File: src/rtl/scfg_pkg.sv
package scfg_pkg;

    // ========================================================================
    // Register map
    localparam logic [1:0] REG_RESET_MUTE  = 2'h0;
    localparam logic [1:0] REG_DEEMPH_SEL  = 2'h1;  // deemphasis_select
    localparam logic [1:0] REG_IN_FMT_CH12 = 2'h2;  // input_format_ch12
    localparam logic [1:0] REG_IN_FMT_CH34 = 2'h3;  // input_format_ch34

    // ========================================================================
    // Reset values
    localparam logic [7:0] RST_RESET_MUTE  = 8'h01;
    localparam logic [7:0] RST_DEEMPH_SEL  = 8'h55;
    localparam logic [7:0] RST_IN_FMT      = 8'h00;

    // ========================================================================
    // Writable bit masks, other bits read as zero
    localparam logic [7:0] WMASK_RESET_MUTE = 8'hF5;
    localparam logic [7:0] WMASK_DEEMPH_SEL = 8'hFF;
    localparam logic [7:0] WMASK_IN_FMT     = 8'h77;

    // ========================================================================
    // Field positions
    localparam int POS_RESET_CTRL = 0;
    localparam int POS_BYPASS     = 2;
    localparam int POS_SMUTE      = 4;
    localparam int POS_FMT_LO     = 0;
    localparam int POS_FMT_HI     = 4;
    localparam int DEEMPH_W       = 2;
    localparam int FMT_W          = 3;
    localparam int NUM_CONV       = 4;

    // ========================================================================
    // Serial bus
    localparam logic [5:0] DEV_ADDR_FIXED = 6'h09;  // Upper six address bits 001001
    localparam logic [3:0] BITS_PER_BYTE  = 4'h8;

    // Per-converter configuration carrier
    typedef struct packed {
        logic [DEEMPH_W-1:0] deemph;
        logic [FMT_W-1:0]    fmt;
    } scfg_conv_t;

    // One-hot serial bus states
    typedef enum logic [7:0] {
        ST_IDLE = 8'h01,
        ST_DEV  = 8'h02,
        ST_REG  = 8'h04,
        ST_WR   = 8'h08,
        ST_ACK  = 8'h10,
        ST_RD   = 8'h20,
        ST_RACK = 8'h40,
        ST_SKIP = 8'h80
    } scfg_state_t;

endpackage

File: src/rtl/scfg_reg_file.sv
`timescale 1ns/10ps
module scfg_reg_file
    import scfg_pkg::*;
(
    // Clock and reset
    input  wire logic            ref_clk,
    input  wire logic            rst,
    // Write port
    input  wire logic            wr_en,
    input  wire logic [1:0]      wr_addr,
    input  wire logic [7:0]      wr_data,
    // Read port
    input  wire logic [1:0]      rd_addr,
    output logic      [7:0]      rd_data,
    // Whole contents
    output logic [3:0][7:0]      regs
);

    // ========================================================================
    // Storage, read-only bits forced to zero on write
    function automatic logic [7:0] wmask(input logic [1:0] a);
        case (a)
            REG_RESET_MUTE: wmask = WMASK_RESET_MUTE;
            REG_DEEMPH_SEL: wmask = WMASK_DEEMPH_SEL;
            default:        wmask = WMASK_IN_FMT;
        endcase
    endfunction

    // Register array
    always_ff @(posedge ref_clk or posedge rst) begin
        if (rst) begin
            regs[REG_RESET_MUTE]  <= RST_RESET_MUTE;
            regs[REG_DEEMPH_SEL]  <= RST_DEEMPH_SEL;
            regs[REG_IN_FMT_CH12] <= RST_IN_FMT;
            regs[REG_IN_FMT_CH34] <= RST_IN_FMT;
        end else if (wr_en) begin
            regs[wr_addr] <= wr_data & wmask(wr_addr);
        end
    end

    // Registered read data
    always_ff @(posedge ref_clk or posedge rst) begin
        if (rst) begin
            rd_data <= 8'h00;
        end else begin
            rd_data <= regs[rd_addr];
        end
    end

endmodule // scfg_reg_file

File: src/rtl/scfg_config.sv
// Notes on behaviour
// - Each converter has a 2-bit de-emphasis field, reset value 01 meaning off.
// - Serial mode ignores shared de-emphasis pins; each converter uses its field.
// - Each converter has a 3-bit input format field, reset value 000.
// - Serial mode ignores shared format pins; each converter uses its format field.
// - Format register 1: converter 2 in bits 6:4, converter 1 in 2:0.
// - Format register 2: converter 4 in bits 6:4, converter 3 in 2:0.
// - Address counter increments per byte and wraps from last register to first.
`timescale 1ns/10ps
module scfg_config
    import scfg_pkg::*;
(
    // Clock and reset (reset is the power-down input)
    input  wire logic                  ref_clk,
    input  wire logic                  rst,
    // Two-wire serial control bus
    input  wire logic                  scl_in,
    input  wire logic                  sda_in,
    output logic                       sda_out,
    output logic                       sda_drive_n,
    input  wire logic                  cad0,
    // Mode and shared pin settings
    input  wire logic                  serial_ctrl_select,
    input  wire logic [DEEMPH_W-1:0]   deemph_sel_pins,
    input  wire logic [FMT_W-1:0]      in_fmt_pins,
    // Effective settings
    output scfg_conv_t [NUM_CONV-1:0]  conv_cfg,
    output logic                       digital_reset_ctrl,
    output logic                       bypass_mode,
    output logic [NUM_CONV-1:0]        soft_mute
);

    // ========================================================================
    // Helpers
    function automatic logic [1:0] next_addr(input logic [1:0] a);
        next_addr = a + 2'h1;  // Natural wrap 3 -> 0
    endfunction

    // Declarations
    scfg_state_t  state;
    scfg_state_t  after_ack;
    logic         scl_q;
    logic         sda_q;
    logic [3:0]   bit_cnt;
    logic [7:0]   rx_shift;
    logic [7:0]   tx_shift;
    logic [1:0]   addr_ptr;
    logic         ack_drive;
    logic         master_nack;
    logic         wr_en;
    logic [7:0]   rd_data;
    logic [3:0][7:0] regs;
    logic         scl_rise;
    logic         scl_fall;
    logic         start_cond;
    logic         stop_cond;
    logic         byte_done;

    // ========================================================================
    // Bus line edges
    always_ff @(posedge ref_clk or posedge rst) begin
        if (rst) begin
            scl_q <= 1'b1;
            sda_q <= 1'b1;
        end else begin
            scl_q <= scl_in;
            sda_q <= sda_in;
        end
    end

    // Start, stop and clock edge decode
    assign scl_rise   = scl_in & ~scl_q;
    assign scl_fall   = ~scl_in & scl_q;
    assign start_cond = scl_in & scl_q & sda_q & ~sda_in;
    assign stop_cond  = scl_in & scl_q & ~sda_q & sda_in;
    assign byte_done  = (bit_cnt == BITS_PER_BYTE);

    // Write strobe at the end of each data byte
    assign wr_en = scl_fall & byte_done & (state == ST_WR) & ~start_cond & ~stop_cond;

    // ========================================================================
    // Receive shifter and bit counter
    always_ff @(posedge ref_clk or posedge rst) begin
        if (rst) begin
            rx_shift <= 8'h00;
            bit_cnt  <= 4'h0;
        end else if (start_cond || stop_cond) begin
            bit_cnt <= 4'h0;
        end else if (scl_rise && (state == ST_DEV || state == ST_REG ||
                                  state == ST_WR || state == ST_RD)) begin
            rx_shift <= {rx_shift[6:0], sda_in};
            bit_cnt  <= bit_cnt + 4'h1;
        end else if (scl_fall && (state == ST_ACK || state == ST_RACK)) begin
            bit_cnt <= 4'h0;
        end
    end

    // Master acknowledge after a read byte
    always_ff @(posedge ref_clk or posedge rst) begin
        if (rst) begin
            master_nack <= 1'b1;
        end else if (scl_rise && state == ST_RACK) begin
            master_nack <= sda_in;
        end
    end

    // ========================================================================
    // Transfer sequencer
    always_ff @(posedge ref_clk or posedge rst) begin
        if (rst) begin
            state     <= ST_IDLE;
            after_ack <= ST_IDLE;
            ack_drive <= 1'b0;
        end else if (start_cond) begin
            state     <= ST_DEV;
            ack_drive <= 1'b0;
        end else if (stop_cond) begin
            state     <= ST_IDLE;
            ack_drive <= 1'b0;
        end else if (scl_fall) begin
            case (state)
                ST_DEV: begin
                    if (byte_done) begin
                        if (rx_shift[7:1] == {DEV_ADDR_FIXED, cad0}) begin
                            state     <= ST_ACK;
                            ack_drive <= 1'b1;
                            after_ack <= rx_shift[0] ? ST_RD : ST_REG;
                        end else begin
                            state <= ST_SKIP;
                        end
                    end
                end
                ST_REG, ST_WR: begin
                    if (byte_done) begin
                        state     <= ST_ACK;
                        ack_drive <= 1'b1;
                        after_ack <= ST_WR;
                    end
                end
                ST_ACK: begin
                    state     <= after_ack;
                    ack_drive <= 1'b0;
                end
                ST_RD: begin
                    if (byte_done) begin
                        state <= ST_RACK;
                    end
                end
                ST_RACK: begin
                    state <= master_nack ? ST_SKIP : ST_RD;
                end
                ST_IDLE, ST_SKIP: begin
                    state <= state;
                end
                default: begin
                    state     <= ST_IDLE;
                    ack_drive <= 1'b0;
                end
            endcase
        end
    end

    // ========================================================================
    // Register address counter
    always_ff @(posedge ref_clk or posedge rst) begin
        if (rst) begin
            addr_ptr <= REG_RESET_MUTE;
        end else if (scl_fall && !start_cond && !stop_cond) begin
            if (state == ST_REG && byte_done) begin
                addr_ptr <= rx_shift[1:0];  // Upper six bits are fixed zero
            end else if ((state == ST_WR || state == ST_RD) && byte_done) begin
                addr_ptr <= next_addr(addr_ptr);
            end
        end
    end

    // Transmit shifter, loaded when a read byte begins
    always_ff @(posedge ref_clk or posedge rst) begin
        if (rst) begin
            tx_shift <= 8'hFF;
        end else if (scl_fall && !start_cond && !stop_cond) begin
            if ((state == ST_ACK && after_ack == ST_RD) ||
                (state == ST_RACK && !master_nack)) begin
                tx_shift <= rd_data;
            end else if (state == ST_RD && !byte_done) begin
                tx_shift <= {tx_shift[6:0], 1'b1};
            end else if (state == ST_RD) begin
                tx_shift <= 8'hFF;
            end
        end
    end

    // Open-drain data line, enable low while pulling low
    always_ff @(posedge ref_clk or posedge rst) begin
        if (rst) begin
            sda_drive_n <= 1'b1;
        end else begin
            sda_drive_n <= ~(ack_drive | (state == ST_RD && !tx_shift[7]));
        end
    end
    assign sda_out = 1'b0;

    // ========================================================================
    // Register storage
    scfg_reg_file u_regs (
        .ref_clk (ref_clk),
        .rst     (rst),
        .wr_en   (wr_en),
        .wr_addr (addr_ptr),
        .wr_data (rx_shift),
        .rd_addr (addr_ptr),
        .rd_data (rd_data),
        .regs    (regs)
    );

    // ========================================================================
    // Effective per-converter settings, pin or register source
    always_ff @(posedge ref_clk or posedge rst) begin
        if (rst) begin
            for (int i = 0; i < NUM_CONV; i++) begin
                conv_cfg[i].deemph <= RST_DEEMPH_SEL[DEEMPH_W-1:0];
                conv_cfg[i].fmt    <= RST_IN_FMT[FMT_W-1:0];
            end
        end else if (serial_ctrl_select) begin
            for (int i = 0; i < NUM_CONV; i++) begin
                conv_cfg[i].deemph <= regs[REG_DEEMPH_SEL][i*DEEMPH_W +: DEEMPH_W];
            end
            conv_cfg[0].fmt <= regs[REG_IN_FMT_CH12][POS_FMT_LO +: FMT_W];
            conv_cfg[1].fmt <= regs[REG_IN_FMT_CH12][POS_FMT_HI +: FMT_W];
            conv_cfg[2].fmt <= regs[REG_IN_FMT_CH34][POS_FMT_LO +: FMT_W];
            conv_cfg[3].fmt <= regs[REG_IN_FMT_CH34][POS_FMT_HI +: FMT_W];
        end else begin
            for (int i = 0; i < NUM_CONV; i++) begin
                conv_cfg[i].deemph <= deemph_sel_pins;
                conv_cfg[i].fmt    <= in_fmt_pins;
            end
        end
    end

    // Reset, bypass and mute controls
    always_ff @(posedge ref_clk or posedge rst) begin
        if (rst) begin
            digital_reset_ctrl <= RST_RESET_MUTE[POS_RESET_CTRL];
            bypass_mode        <= RST_RESET_MUTE[POS_BYPASS];
            soft_mute          <= RST_RESET_MUTE[POS_SMUTE +: NUM_CONV];
        end else begin
            digital_reset_ctrl <= regs[REG_RESET_MUTE][POS_RESET_CTRL];
            bypass_mode        <= regs[REG_RESET_MUTE][POS_BYPASS];
            soft_mute          <= regs[REG_RESET_MUTE][POS_SMUTE +: NUM_CONV];
        end
    end

endmodule // scfg_config

File: config.mk
export PLATFORM = sky130hd
export DESIGN_NAME = scfg_config
export DESIGN_NICKNAME = d
export VERILOG_FILES = /design/src/rtl/scfg_pkg.sv /design/src/rtl/scfg_reg_file.sv /design/src/rtl/scfg_config.sv
export SDC_FILE = /design/constraint.sdc
export NUM_CORES = 1
export LEC_CHECK = 0
export ABC_AREA = 1
export BUFFER_PORTS_ARGS = -buffer_cell sky130_fd_sc_hd__buf_4
export CORE_ASPECT_RATIO = 1.25
export CORE_MARGIN = 2
export CORE_UTILIZATION = 64
export DETAILED_ROUTE_END_ITERATION = 10
export HOLD_SLACK_MARGIN = 0.08
export PLACE_DENSITY = 0.84
export SLEW_MARGIN = 20
export SYNTH_ARGS = -nofsm -noshare
export SYNTH_HDL_FRONTEND = slang
export SYNTH_SLANG_ARGS = --single-unit
File: constraint.sdc
create_clock -name ref_clk -period 4.7 [get_ports ref_clk]
set_input_delay 0.47 -clock ref_clk [delete_from_list [all_inputs] [get_ports ref_clk]]
set_output_delay 0.47 -clock ref_clk [all_outputs]
set_load 0.01 [all_outputs]
Word level (Yosys, flattened, before mapping). Index checks and enable logic that the tools add are counted. Widths: inputs -> output; s select.

Add/sub/neg operators: 2. Multiply operators: 0. Divide/modulo/power cells: 0. Order comparisons: 2. Equality and inequality tests: 21. Shift-type cells: 0. Muxes and demuxes: 37. Bitwise gates (word level): 21. Reduce and logical (&&, ||, !) cells: 39.

Operator list (count): $mux 8 (17); $pmux 8 s6 (1); $bwmux 32 (1); $pmux 8 s2 (2); $mux 20 (1); $bmux 8 s2 (1); $demux 8 s2 (1); $eq 8x6->1 const B (2); $logic_and 1x1->1 (12); $mux 4 (3); $ne 4x4->1 const B (3); $and 1x1->1 (11); $reduce_and 5->1 (2); $reduce_bool 3->1 (3); $and 8x8->8 (1); $eq 8x1->1 const B (1); $eq 8x2->1 const B (1); $eq 8x3->1 const B (1); $eq 8x4->1 const B (1); $eq 8x5->1 const B (1); $eq 8x7->1 const B (1); $eq 8x8->1 const B (1); $not 1->1 (8); $eq 7x5->1 (1); 24 further kinds (45).

Register bits: 109. Bits in latches: 0. RAM bits: 0. ROM bits: 0. Input bits: 11. Output and inout bits: 28. Memories kept: 0.

Depth between registers and ports, before layout. Gate-level depths: netlist (run 1).

Depth after elaboration: 9. Depth in mapped cells: 12. Gate-level depth less buffers: 12.

Modules after synthesis. A second synthesis (run 1) with hierarchy kept.

Cells, all modules: 608. Area, all modules: 4954.8 um2.

By module, submodules not included: scfg_config (times used 1, cells an instance 373, area each 3138.0 um2); scfg_reg_file (times used 1, cells an instance 235, area each 1816.7 um2).

Worst setup path after synthesis (run 1). No wires, ideal clock.

Path type: flip-flop to flip-flop. Start: reg addr_ptr[0]. End: reg u_regs.regs[5] in the netlist's numbering. Setup time: 0.127 ns. Arrival time: 1.459 ns. Data required time: 4.573 ns. Path slack: 3.115 ns. Stages on the path, launching flop included: 8. Buffers on the path: 2. Cell sequence: dfrtp_1 inv_1 clkbuf_1 ha_1 nand3_2 buf_2 nand2_1 o21ai_0.

Longest elaborated chain between the ends: 5.

RTL lines: start, declared (line scfg_config.sv:47) `logic [1:0] addr_ptr;`; start signal, assigned (line scfg_config.sv:170) `addr_ptr <= rx_shift[1:0];`; start signal, assigned (line scfg_config.sv:172) `addr_ptr <= next_addr(addr_ptr);`; $lt 2x3->1 (implied by the code) or $ge 2x1->1 (tied branches) (line scfg_reg_file.sv:37) `regs[wr_addr] <= wr_data & wmask(wr_addr);`; $logic_and 1x1->1 (implied by the code) (line scfg_reg_file.sv:37); $mux 8 (implied by the code) (line scfg_reg_file.sv:37); $demux 8 s2 *; $bwmux 32 * (line scfg_reg_file.sv:37); end signal, assigned by index (line scfg_reg_file.sv:37); end, declared (line scfg_reg_file.sv:16) `output logic [3:0][7:0] regs`.

Every way passes the cells marked *; elsewhere a longest branch is shown, timed or not. A chain may end at the register's enable or synchronous reset.

Worst setup path in the final report (run 1).
Start: reg addr_ptr[0]. End: reg u_regs.regs[0] in the netlist's numbering.

The elaborated chain is that of the path after synthesis.

==> metrics.md, run 1 <==
| Metric | Value |
|---|---|
| Final antenna-violating net count | 0 |
| Htree depth | 3 |
| Outcome | complete, no violations |
| Yosys top cell area share | 0.425 |
| Initial drt markers | 197 |
| Mean area per synthesized cell | 8.84 um2 |
| Slew HR | 0.424 |
| Mapped Area | 4770 um2 |
| Number of vias per cell | between 5 and 6 |
| Final GP Congestion | approximately 0.9 |
| PostCTS Resize Cnt | 0 |
| Avg WL per Cell | 15.4 um |
| Clock Pin Slew Worst Setup and Hold Paths | 90 ps |
| WP data arrival | 2290 ps |
| Cell variety after synth | 35 |
| CTS Buffer Depth | 2 |
| Post-synth ARST share | 1.00 |
| CTS tree | done |
| Worst R2R Path Depth | 4 |
| Die Y | 101 um |
| Root Buffer | clkbuf_8 |
| Seq/Total Area, Yosys | 0.557 |
| Area of the die | 8170 um2 |
| Post-synth EDFFs | 0 |
| Synth-to-Final Area Change | 10.4% |
| Ys Warns | 0 |
| Cts hold-fix bufs | 0 |
| Tcrit/Tclk final | 0.425 |
| Final Slew Violations | 0 |
| Fmax | 501 MHz |
| CP Max Fanout | 21 |
| NetSw | ~0.00055 W |
| Diode count | 0 |
| Clock power share | 0.293 |
| Main synth FF type | dfrtp_1 |
| First-pass GRT wire length | 16,900 um |
| Setup_tns | 0 ps |
| Site row count | 35 |
| Worst-margin pin slew | 864 ps |
| Synth area leader | dfrtp_1 |
| Synth Instances | 540 |
| Clk sinks | 105 |
| GRT Util Overall | 0.278 |
| Postcts setup bufs | 0 |
| Gr ovfl total | 0 |
| Hold WC Path Type | in2reg |
| Power share of the sequential group | 0.544 |
| Most numerous cell in the Yosys netlist | nand2_1 |
| Comb power frac | 0.163 |
| CTS buffer count | 9 |
| Switch share | 0.298 |
| Internal Power | 0.00130 W |
| Tmin final | between 1500 and 2000 ps |
| Crit path launch type | flop |
| Hold path depth | 1 |
| CP endpoint kind | flop |
| I/O Buffers | 37 |
| P per Cell Area | 352 nW/um2 |
| Clk Latency, worst-skew pair | 380 ps |
| Core Util, Final | 0.721 |
| Initial antenna violation count | 0 |
| Initial core utilization | 0.653 |
| Leakage | roughly 2.5 nW |
| Max-cap violation count | 0 |
| Vias in the first global route | about 3.5k |
| Largest net degree at the start of global routing | 74 |
| Num ports | 39 |
| Hold violation total from the final report | 0 |
| Remaining DRCs | 0 |
| RSZ-0062 raised after global routing | false |
| Clk_skew | 17.1 ps |
| Req. time, crit path | 4990 ps |
| Maximum vdd drop | roughly 250 uV |
| Die width | 81.3 um |
| Synth Net Count | 558 |
| Synth top cells by count | 137 x nand2_1, 81 x dfrtp_1, 64 x o21ai_0 |
| Initial DRT Pass Iterations | 5 |
| Flops & latches, synth | 105 |
| Total number of vias | ~3.7k |
| Largest cells by area after synthesis | dfrtp_1 42%, dfstp_2 13%, nand2_1 11% |
| Setup violators final | 0 |
| Critical path class | reg2reg |
| Core footprint | 7310 um2 |
| Final-stage net count | 593 |
| Post-Route WL | 10,300 um |
| Fillers | 563 |
| Share of layout cells above drive strength 1 | 0.207 |
| DP Wirelength | 7390 um |
logic make-up (layout without fill, tap and decap cells):
kind of cell,count (synthesis),after routing,share of synthesized area
and+or+nand+nor,251,251,0.237
DFF,105,105,0.557
AOI/OAI and AO/OA,102,102,0.117
buffers and inverters,72,112,0.0663
adders and majority gates,7,7,0.0183
xor gates and xnor gates,2,2,0.00367
other,1,1,0.000785
routing by layer:
layer	vias to the layer above	part of all wire	GRT usage
met1	1780	0.41	0.354
met3	25	0.042	0.0385
met2	105	0.52	0.469
li1	1785	-	-
met4	0	0.030	0.130
met5	-	0	0
final cells by class:
class	instances	area (um2)	share of cell area
Inverter	58	223	0.0422
Clock inverter	3	21.3	0.00403
Timing Repair Buffer	38	285	0.0541
Tap cell	92	115	0.0218
Multi-Input combinational cell	363	1800	0.341
Sequential cell	105	2660	0.504
Clock buffer	13	170	0.0323
cells in the final DEF (no fill, tap or decap), types with 2 or more instances in the layout:
cell	netlist	layout
o21ai_0	64	64
buf_4	1	38
nor2_2	5	5
o21ai_1	13	13
dfrtp_1	81	81
clkbuf_8	0	10
nand3_4	2	2
nor2_1	62	62
nand3_1	16	16
a21oi_1	8	8
o21a_1	2	2
o22ai_1	7	7
nand4_1	4	4
dfstp_2	24	24
nor2_4	4	4
inv_1	51	50
inv_4	1	2
ha_1	7	7
nand2_1	137	137
inv_2	6	6
nand2_2	12	12
nand2_4	3	3
o21ai_2	5	5
nand3_2	3	3
clkbuf_1	6	2
power by group through the flow:
stage	logic, W	clock network, W	registers (W)
floorplan	0.000223	0	0.00102
global placement	0.000295	0	0.00102
detailed placement	0.000304	0	0.00102
CTS	0.000305	0.000548	0.00101
global route	0.000341	0.000580	0.00101
finish	0.000303	0.000543	0.00101
sequential cells by signal, indices dropped and copies added (netlist names):
name                count
after_ack               4
state                   8
ack_drive               1
bit_cnt                 4
bypass_mode             1
sda_drive_n             1
tx_shift                8
rx_shift                8
u_regs.regs            32
soft_mute               4
u_regs.rd_data          8
addr_ptr                2
scl_q                   1
conv_cfg               20
master_nack             1
sda_q                   1
digital_reset_ctrl      1
through the flow:
step | cells | total power (W) | setup WS (ps) | cell area [um2] | hold WS [ps]
final | 672 | 0.00185 | 2700 | 5270 | 207
after global routing | 672 | 0.00193 | 2460 | 5270 | 194
after CTS | 672 | 0.00186 | 2720 | 5270 | 194
after detailed placement | 656 | 0.00133 | 2730 | 5080 | 379
after global placement | 656 | 0.00132 | 2830 | 5080 | 379
after floorplan | 540 | 0.00124 | 1510 | 4770 | 361
worst max-delay path, cell delays in order (launching register included):
cell     delay [ps]
dfrtp_1         570
inv_1           510
ha_1            320
nand3_2         260
o21ai_0         250
worst paths after layout:
kind | slack (ps) | from | to
setup / recovery | 2700 | addr_ptr[0] | u_regs.regs[0]
min in group asynchronous | 260 | rst | conv_cfg[17]
setup reg to reg | 2700 | addr_ptr[0] | u_regs.regs[0]
hold reg to reg | 390 | u_regs.regs[0] | digital_reset_ctrl
hold / removal | 210 | sda_in | sda_q
max in group asynchronous | 3440 | rst | u_regs.regs[0]
Note: power is estimated with default switching activity, not from simulation.
==> run 2: changes to the inputs <==
ABC_AREA = 0   (was 1)
CORE_UTILIZATION = 54   (was 64)
PLACE_DENSITY = 0.76   (was 0.84)
clock period = 1.8 ns   (was 4.7 ns; I/O delays follow)
==> run 2 against run 1 <==
Effect of this change:
- cell area grew 19%
- non-clock buffer count grew 74
- critical path type unchanged
- critical endpoint is now after_ack[2]
- the flow now finishes with violations (negative setup slack)
- clock skew shrank 1.5 ps
- count of clock-buffer cells in the layout shrank 4
- sequential power grew to 2.8 times the previous value
==> metrics.md, run 2 <==
| Metric | Value |
|---|---|
| CP Max Fanout | 6 (was 21) |
| Met2 wire len | 6530 um (was 5390 um) |
| Most common cell after layout, fill and taps aside | buf_4 (was nand2_1) |
| Hold EP | conv_cfg[18] (was sda_q) |
| Metal1 wirelength | 4600 um (was 4200 um) |
| Hold violation total from the final report | 0 (unchanged) |
| Cell variety after synth | 62 (was 35) |
| Initial drt markers | 209 (was 197) |
| Switch share | 0.284 (was 0.298) |
| Internal Power | 0.00416 W (was 0.00130 W) |
| Flops & latches, synth | 105 (unchanged) |
| Slew HR | 0.643 (was 0.424) |
| Hold_sp | deemph_sel_pins[0] (was sda_in) |
| P per Cell Area | 923 nW/um2 (was 352 nW/um2) |
| Core Util, Final | 0.727 (was 0.721) |
| Outcome | complete, but fails checks (was complete, no violations) |
| Total number of vias | 3,500 (was 3,695) |
| Synth top cells by count | 81 x dfrtp_1, 58 x nand2_1, 41 x mux2_2 (was 137 x nand2_1, 81 x dfrtp_1, 64 x o21ai_0) |
| Worst R2R Path Depth | 7 (was 4) |
| Pre-CTS WS | -151 ps (was 2730 ps) |
| Vias in the first global route | 3,587 (was 3,473) |
| Flop2flop setup slack | -150 ps (was 2700 ps) |
| Mapped Area | 4780 um2 (was 4770 um2) |
| Seq/Total Area, Yosys | 0.556 (was 0.557) |
| Initial core utilization | 0.552 (was 0.653) |
| Comb power frac | 0.212 (was 0.163) |
| Num ports | 39 (unchanged) |
| CTS Buffer Depth | 2 (unchanged) |
| Routed length on met3 | 424 um (was 430 um) |
| Setup slack after layout | -147 ps (was 2700 ps) |
| Initial antenna violation count | 0 (unchanged) |
| Highest metal used | met4 (unchanged) |
| Initial DRT Pass Iterations | 4 (was 5) |
| Leakage | 3.02 nW (was 2.55 nW) |
| Violated checks | negative setup slack |
| Remaining DRCs | 0 (unchanged) |
| NetSw | 0.00165 W (was 0.000553 W) |
| RSZ-0062 raised after global routing | true (was false) |
| Core footprint | 8650 um2 (was 7310 um2) |
| Clock Pin Slew Worst Setup and Hold Paths | 100 ps (was 90 ps) |
| Hold path depth | 3 (was 1) |
| Post-route insts no fill | 620 (was 672) |
| Maximum vdd drop | 719 uV (was 246 uV) |
| Diode count | 0 (unchanged) |
| Crit path from | state[2] (was addr_ptr[0]) |
| Commonest cells after routing, fill and taps aside | 93 x buf_4, 78 x dfrtp_1, 54 x nand2_1 (was 137 x nand2_1, 81 x dfrtp_1, 64 x o21ai_0) |
| Post-synth EDFFs | 0 (unchanged) |
| Final GP Congestion | 0.926 (was 0.882) |
| CTS tree | done (unchanged) |
| Crit path launch type | flop (unchanged) |
| CTS buffer count | 9 (unchanged) |
| Fmax | 514 MHz (was 501 MHz) |
| Synth Instances | 390 (was 540) |
| Largest Register | u_regs.regs (unchanged) |
| Final Slew Violations | 0 (unchanged) |
| Yosys top cell area share | 0.424 (was 0.425) |
| Synth-to-Final Area Change | 31.5% (was 10.4%) |
| Critical path class | reg2reg (unchanged) |
| Req. time, crit path | 2070 ps (was 4990 ps) |
| Power share of the sequential group | 0.480 (was 0.544) |
| Final antenna-violating net count | 0 (unchanged) |
| Setup violators final | 56 (was 0) |
| Gr ovfl total | 0 (unchanged) |
| Avg WL per Cell | 19.5 um (was 15.4 um) |
| Number of vias per cell | 5.65 (was 5.50) |
| Largest regs | u_regs.regs x32, conv_cfg x20 (unchanged) |
| Die Y | 109 um (was 101 um) |
| Clk Latency, worst-skew pair | 380 ps (about the same) |
| Hold WC Path Type | in2reg (unchanged) |
| Worst-margin pin slew | 535 ps (was 864 ps) |
| Post-placement cell area | 5620 um2 (was 5080 um2) |
| GRT Util Overall | 0.258 (was 0.278) |
| Clock power share | 0.309 (was 0.293) |
| Synth Net Count | 408 (was 558) |
| Site row count | 38 (was 35) |
| Max-cap violation count | 0 (unchanged) |
| I/O Buffers | 37 (unchanged) |
| Clk sinks | 105 (unchanged) |
| Ys Warns | 0 (unchanged) |
| DP Wirelength | 7740 um (was 7390 um) |
| Synth area leader | dfrtp_1 (unchanged) |
| Share of layout cells above drive strength 1 | 0.488 (was 0.207) |
| Main synth FF type | dfrtp_1 (unchanged) |
| Post-synth ARST share | 1.00 (unchanged) |
| Clk_skew | 15.6 ps (was 17.1 ps) |
| Root Buffer | clkbuf_8 (unchanged) |
| Final instance area | 6290 um2 (was 5270 um2) |
| CP endpoint kind | flop (unchanged) |
| Largest cells by area after synthesis | dfrtp_1 42%, dfstp_2 13%, mux2_2 9.7% (was dfrtp_1 42%, dfstp_2 13%, nand2_1 11%) |
| Tcrit/Tclk final | 1.08 (was 0.425) |
| Max reg flops | 32 (unchanged) |
| WP data arrival | 2210 ps (was 2290 ps) |
| Mean area per synthesized cell | 12.3 um2 (was 8.84 um2) |
| Area of the die | 9620 um2 (was 8170 um2) |
| R2R Path Start | state[2] (was addr_ptr[0]) |
| Post-Route WL | 12,100 um (was 10,300 um) |
| Largest net degree at the start of global routing | 35 (was 74) |
| Most numerous cell in the Yosys netlist | dfrtp_1 (was nand2_1) |
| Endpoint of the worst register-to-register path | after_ack[2] (was u_regs.regs[0]) |
| Htree depth | 3 (unchanged) |
| First-pass GRT wire length | 18,300 um (was 16,900 um) |
| Final-stage net count | 513 (was 593) |
| Die width | 88.1 um (was 81.3 um) |
| Tmin final | 1950 ps (was 2000 ps) |
| Placed cell count | 585 (was 656) |
-- run 2: cell count changes after synthesis, moves of 6 or more --
cell | before | now
o21ai_0 | 64 | 16
nor2_1 | 62 | 12
inv_1 | 51 | 16
nand2_1 | 137 | 58
xor2_1 | 1 | 7
nand3_1 | 16 | 6
o21ai_1 | 13 | 0
mux4_2 | 0 | 8
mux2_2 | 0 | 41
inv_2 | 6 | 0
nand2_2 | 12 | 1
-- run 2: logic make-up (layout without fill, tap and decap cells) --
family                     Yosys count  count (layout)  synth area share
DFF                                105             105             0.556
AOI/OAI and AO/OA                   56              56            0.0749
muxes                               56              56             0.151
adders and majority gates            7               7            0.0183
and+or+nand+nor                    124             124             0.146
buffers and inverters               34             144            0.0401
xor gates and xnor gates             7               7            0.0128
other                                1               1          0.000785
-- run 2: routing by layer --
metal	vias to the layer above	global-route usage
met5	-	0
met3	39	0.0583
li1	1565	-
met1	1796	0.300
met4	0	0.121
met2	100	0.448
-- run 2: how the worst max path moves through the flow --
stage                 endpoint  cells after the start
2_1_floorplan   u_regs.regs[4]                      7
3_3_place_gp      after_ack[3]                      6
3_5_place_dp      after_ack[3]                      7
4_1_cts        u_regs.regs[23]                      6
5_1_grt               state[6]                      8
6_report          after_ack[2]                      7
-- run 2: timing repair --
item | in CTS | in global routing
endpoints found under the setup margin | 62 | 66
buffers inserted | 6 | 7
pin swaps | 7 | 7
hold endpoints to repair | 25 | 0
gates resized for setup | 24 | 30
hold buffers | 6 | 0
gates cloned | 0 | 1
-- run 2: per-stage QoR --
step                setup TNS [ps]  hold slack, ps  total power (W)
global route                 -7750             101          0.00602
CTS                          -1750            82.4          0.00567
floorplan                    -3630             184          0.00340
global placement             -2280             254          0.00380
detailed placement           -4040             257          0.00383
finish                       -3350            90.5          0.00580
-- run 2: power by group through the flow --
stage                     sequential (W)  clock (W)  combinational (W)
final                            0.00279    0.00179            0.00123
after global routing             0.00280    0.00189            0.00133
after CTS                        0.00277    0.00180            0.00110
after detailed placement         0.00280          0            0.00103
after global placement           0.00279          0            0.00101
after floorplan                  0.00275          0           0.000646
-- run 2: critical path: stages (launching register included) --
cell and delay (ps):
dfrtp_2 500, nor4b_4 380, buf_4 180, o41ai_4 70, nor2_2 170, nor3_2 70, buf_4 160, mux2_4 300
-- run 2: cell type report --
cell class | count | area [um2]
Inverter | 16 | 63.8
Sequential cell | 105 | 2660
Fill cell | 556 | 2370
Timing Repair Buffer | 112 | 977
Clock inverter | 7 | 126
Multi-Input combinational cell | 251 | 2180
Tap cell | 120 | 150
Clock buffer | 9 | 124
==> run 3: changes to the inputs <==
MAX_ROUTING_LAYER = met4   (was not set)
==> run 3 against run 2 <==
Effect of this change:
- the run still ends with negative setup slack left
- die area unchanged
- critical path depth unchanged
- count of clock-buffer cells in the layout increased by 1
- via count increased by 1.0%
- core utilization increased by 0.64 points
- hold slack got worse by 6.7 ps
- first-iteration DRC count decreased by 13%
- non-clock buffer count increased by 4
- flip-flop and latch count unchanged
- highest routed layer unchanged
==> metrics.md, run 3 (synthesized netlist as in run 2, its figures left out) <==
| Metric | Value |
|---|---|
| Outcome | complete, but fails checks (unchanged) |
| Violated checks | negative setup slack (unchanged) |
| Req. time, crit path | 2110 ps (was 2070 ps) |
| Most common cell after layout, fill and taps aside | buf_4 (unchanged) |
| Setup slack after layout | -109 ps (was -147 ps) |
| Setup violators final | 33 (was 56) |
| CP Max Fanout | 6 (unchanged) |
| Hold violation total from the final report | 0 (unchanged) |
| Remaining DRCs | 0 (unchanged) |
| Largest regs | u_regs.regs x32, conv_cfg x20 (unchanged) |
| Crit path top cell by count | buf_4 (unchanged) |
| Core Util, Final | 0.733 (was 0.727) |
| Largest Register | u_regs.regs (unchanged) |
| Post-route insts no fill | 624 (was 620) |
| CP endpoint kind | flop (unchanged) |
| Core footprint | 8650 um2 (unchanged) |
| Commonest cells after routing, fill and taps aside | 94 x buf_4, 76 x dfrtp_1, 55 x nand2_1 (was 93 x buf_4, 78 x dfrtp_1, 54 x nand2_1) |
| Fillers | 548 (was 556) |
| Initial core utilization | 0.552 (unchanged) |
| Initial drt markers | 182 (was 209) |
| Final-stage net count | 517 (was 513) |
| Leakage | 3.04 nW (was 3.02 nW) |
| Initial DRT Pass Iterations | 4 (unchanged) |
| Hold WC Path Type | in2reg (unchanged) |
| Clock Pin Slew Worst Setup and Hold Paths | 110 ps (was 100 ps) |
| Share of layout cells above drive strength 1 | 0.506 (was 0.488) |
| Placed cell count | 587 (was 585) |
| Max-cap violation count | 0 (unchanged) |
| WP data arrival | 2220 ps (was 2210 ps) |
| Max reg flops | 32 (unchanged) |
| RSZ-0062 raised after global routing | true (unchanged) |
| I/O Buffers | 37 (unchanged) |
| Crit path depth | 7 (unchanged) |
| Buffers and inverters on the worst path | 2 (unchanged) |
| Maximum vdd drop | 847 uV (was 719 uV) |
| CP max stage delay | 500 ps (about the same) |
| Root Buffer | clkbuf_8 (unchanged) |
| Slowest cell on the critical path | dfrtp_2 (unchanged) |
| Routed length on met3 | 495 um (was 424 um) |
| Met2 wire len | 6360 um (was 6530 um) |
| Top delay family on crit path | flip-flops (was simple AND/OR/NAND/NOR gates) |
| Total number of vias | 3,535 (was 3,500) |
| Final Slew Violations | 0 (unchanged) |
| Clk sinks | 105 (unchanged) |
| Clk Latency, worst-skew pair | 390 ps (was 380 ps) |
| CTS Buffer Depth | 2 (unchanged) |
| P per Cell Area | 911 nW/um2 (was 923 nW/um2) |
| Crit path launch type | flop (unchanged) |
| Worst-margin pin slew | 533 ps (was 535 ps) |
| Die Y | 109 um (unchanged) |
| Slew HR | 0.644 (was 0.643) |
| Post-Route WL | 12,000 um (was 12,100 um) |
| Metal1 wirelength | 4710 um (was 4600 um) |
| Critical path class | reg2reg (unchanged) |
| CTS buffer count | 9 (unchanged) |
| Tcrit/Tclk final | 1.06 (was 1.08) |
| Initial antenna violation count | 0 (unchanged) |
| Die width | 88.1 um (unchanged) |
| Avg WL per Cell | 19.3 um (was 19.5 um) |
| Highest metal used | met4 (unchanged) |
| Hold path depth | 3 (unchanged) |
| Diode count | 0 (unchanged) |
| Largest net degree at the start of global routing | 35 (unchanged) |
| DP Wirelength | 7730 um (was 7740 um) |
| Vias in the first global route | 3,678 (was 3,587) |
| WHS | 83.8 ps (was 90.5 ps) |
| Post-placement cell area | 5620 um2 (about the same) |
| Synth-to-Final Area Change | 32.7% (was 31.5%) |
| Clk_skew | 14.9 ps (was 15.6 ps) |
| Worst R2R Path Depth | 7 (unchanged) |
| Final GP Congestion | 0.905 (was 0.926) |
| Number of vias per cell | 5.67 (was 5.65) |
| Area of the die | 9620 um2 (unchanged) |
| Flop2flop setup slack | -110 ps (was -150 ps) |
| GRT Util Overall | 0.274 (was 0.258) |
| First-pass GRT wire length | 19,200 um (was 18,300 um) |
| Num ports | 39 (unchanged) |
| Site row count | 38 (unchanged) |
| Final antenna-violating net count | 0 (unchanged) |
| Gr ovfl total | 0 (unchanged) |
| CP Cell Sequence | xor2_1 > a211oi_2 > o311ai_2 > buf_4 > buf_4 > and2b_2 > nor3_2 (was nor4b_4 > buf_4 > o41ai_4 > nor2_2 > nor3_2 > buf_4 > mux2_4) |
| CTS tree | done (unchanged) |
| Fmax | 524 MHz (was 514 MHz) |
| Tmin final | 1910 ps (was 1950 ps) |
| Final instance area | 6340 um2 (was 6290 um2) |
| Htree depth | 3 (unchanged) |
[run 3: through the flow]
stage	worst slack, ps	total power [W]	setup TNS, ps
6_report	-109	0.00578	-1330
5_1_grt	-182	0.00599	-4420
4_1_cts	-77.3	0.00560	-894
3_5_place_dp	-161	0.00384	-3560
3_3_place_gp	-126	0.00380	-2920
2_1_floorplan	-148	0.00340	-3630
[run 3: path summary, 6_finish.rpt]
| check | start | to |
|---|---|---|
| max in group asynchronous | rst | u_regs.regs[14] |
| min in group asynchronous | rst | addr_ptr[0] |
| worst min register to register | u_regs.regs[0] | digital_reset_ctrl |
| worst max register to register | state[3] | state[7] |
| worst min-delay path | deemph_sel_pins[1] | conv_cfg[4] |
| worst max-delay path | state[3] | state[7] |
[run 3: tightest hold or removal path, stage by stage]
cell	delay [ps]
buf_4	80
nand2b_1	110
nand2_1	80
[run 3: timing repair]
item / in CTS / in global routing
gates resized for setup: 38 / 37
pin swaps: 13 / 8
setup buffers: 16 / 0
endpoints found under the setup margin: 58 / 63
hold buffers: 7 / 0
endpoints found under the hold margin: 31 / 0
gates cloned: 1 / 0
[run 3: layer usage]
layer	vias to the layer above	GRT usage
li1	1576	-
met3	35	0.0560
met4	0	0.122
met1	1812	0.326
met5	-	-
met2	112	0.451
[run 3: where the power goes]
part           switching, W  internal (W)
clock              0.000920      0.000716
sequential         0.000179       0.00260
combinational      0.000676      0.000685
[run 3: cell type report]
type                            instances  area [um2]  area share
Inverter                               16        63.8      0.0101
Clock inverter                          6        83.8      0.0132
Tap cell                              120         150      0.0237
Multi-Input combinational cell        251        2260       0.356
Clock buffer                           10         138      0.0217
Timing Repair Buffer                  116         982       0.155
Sequential cell                       105        2660       0.420
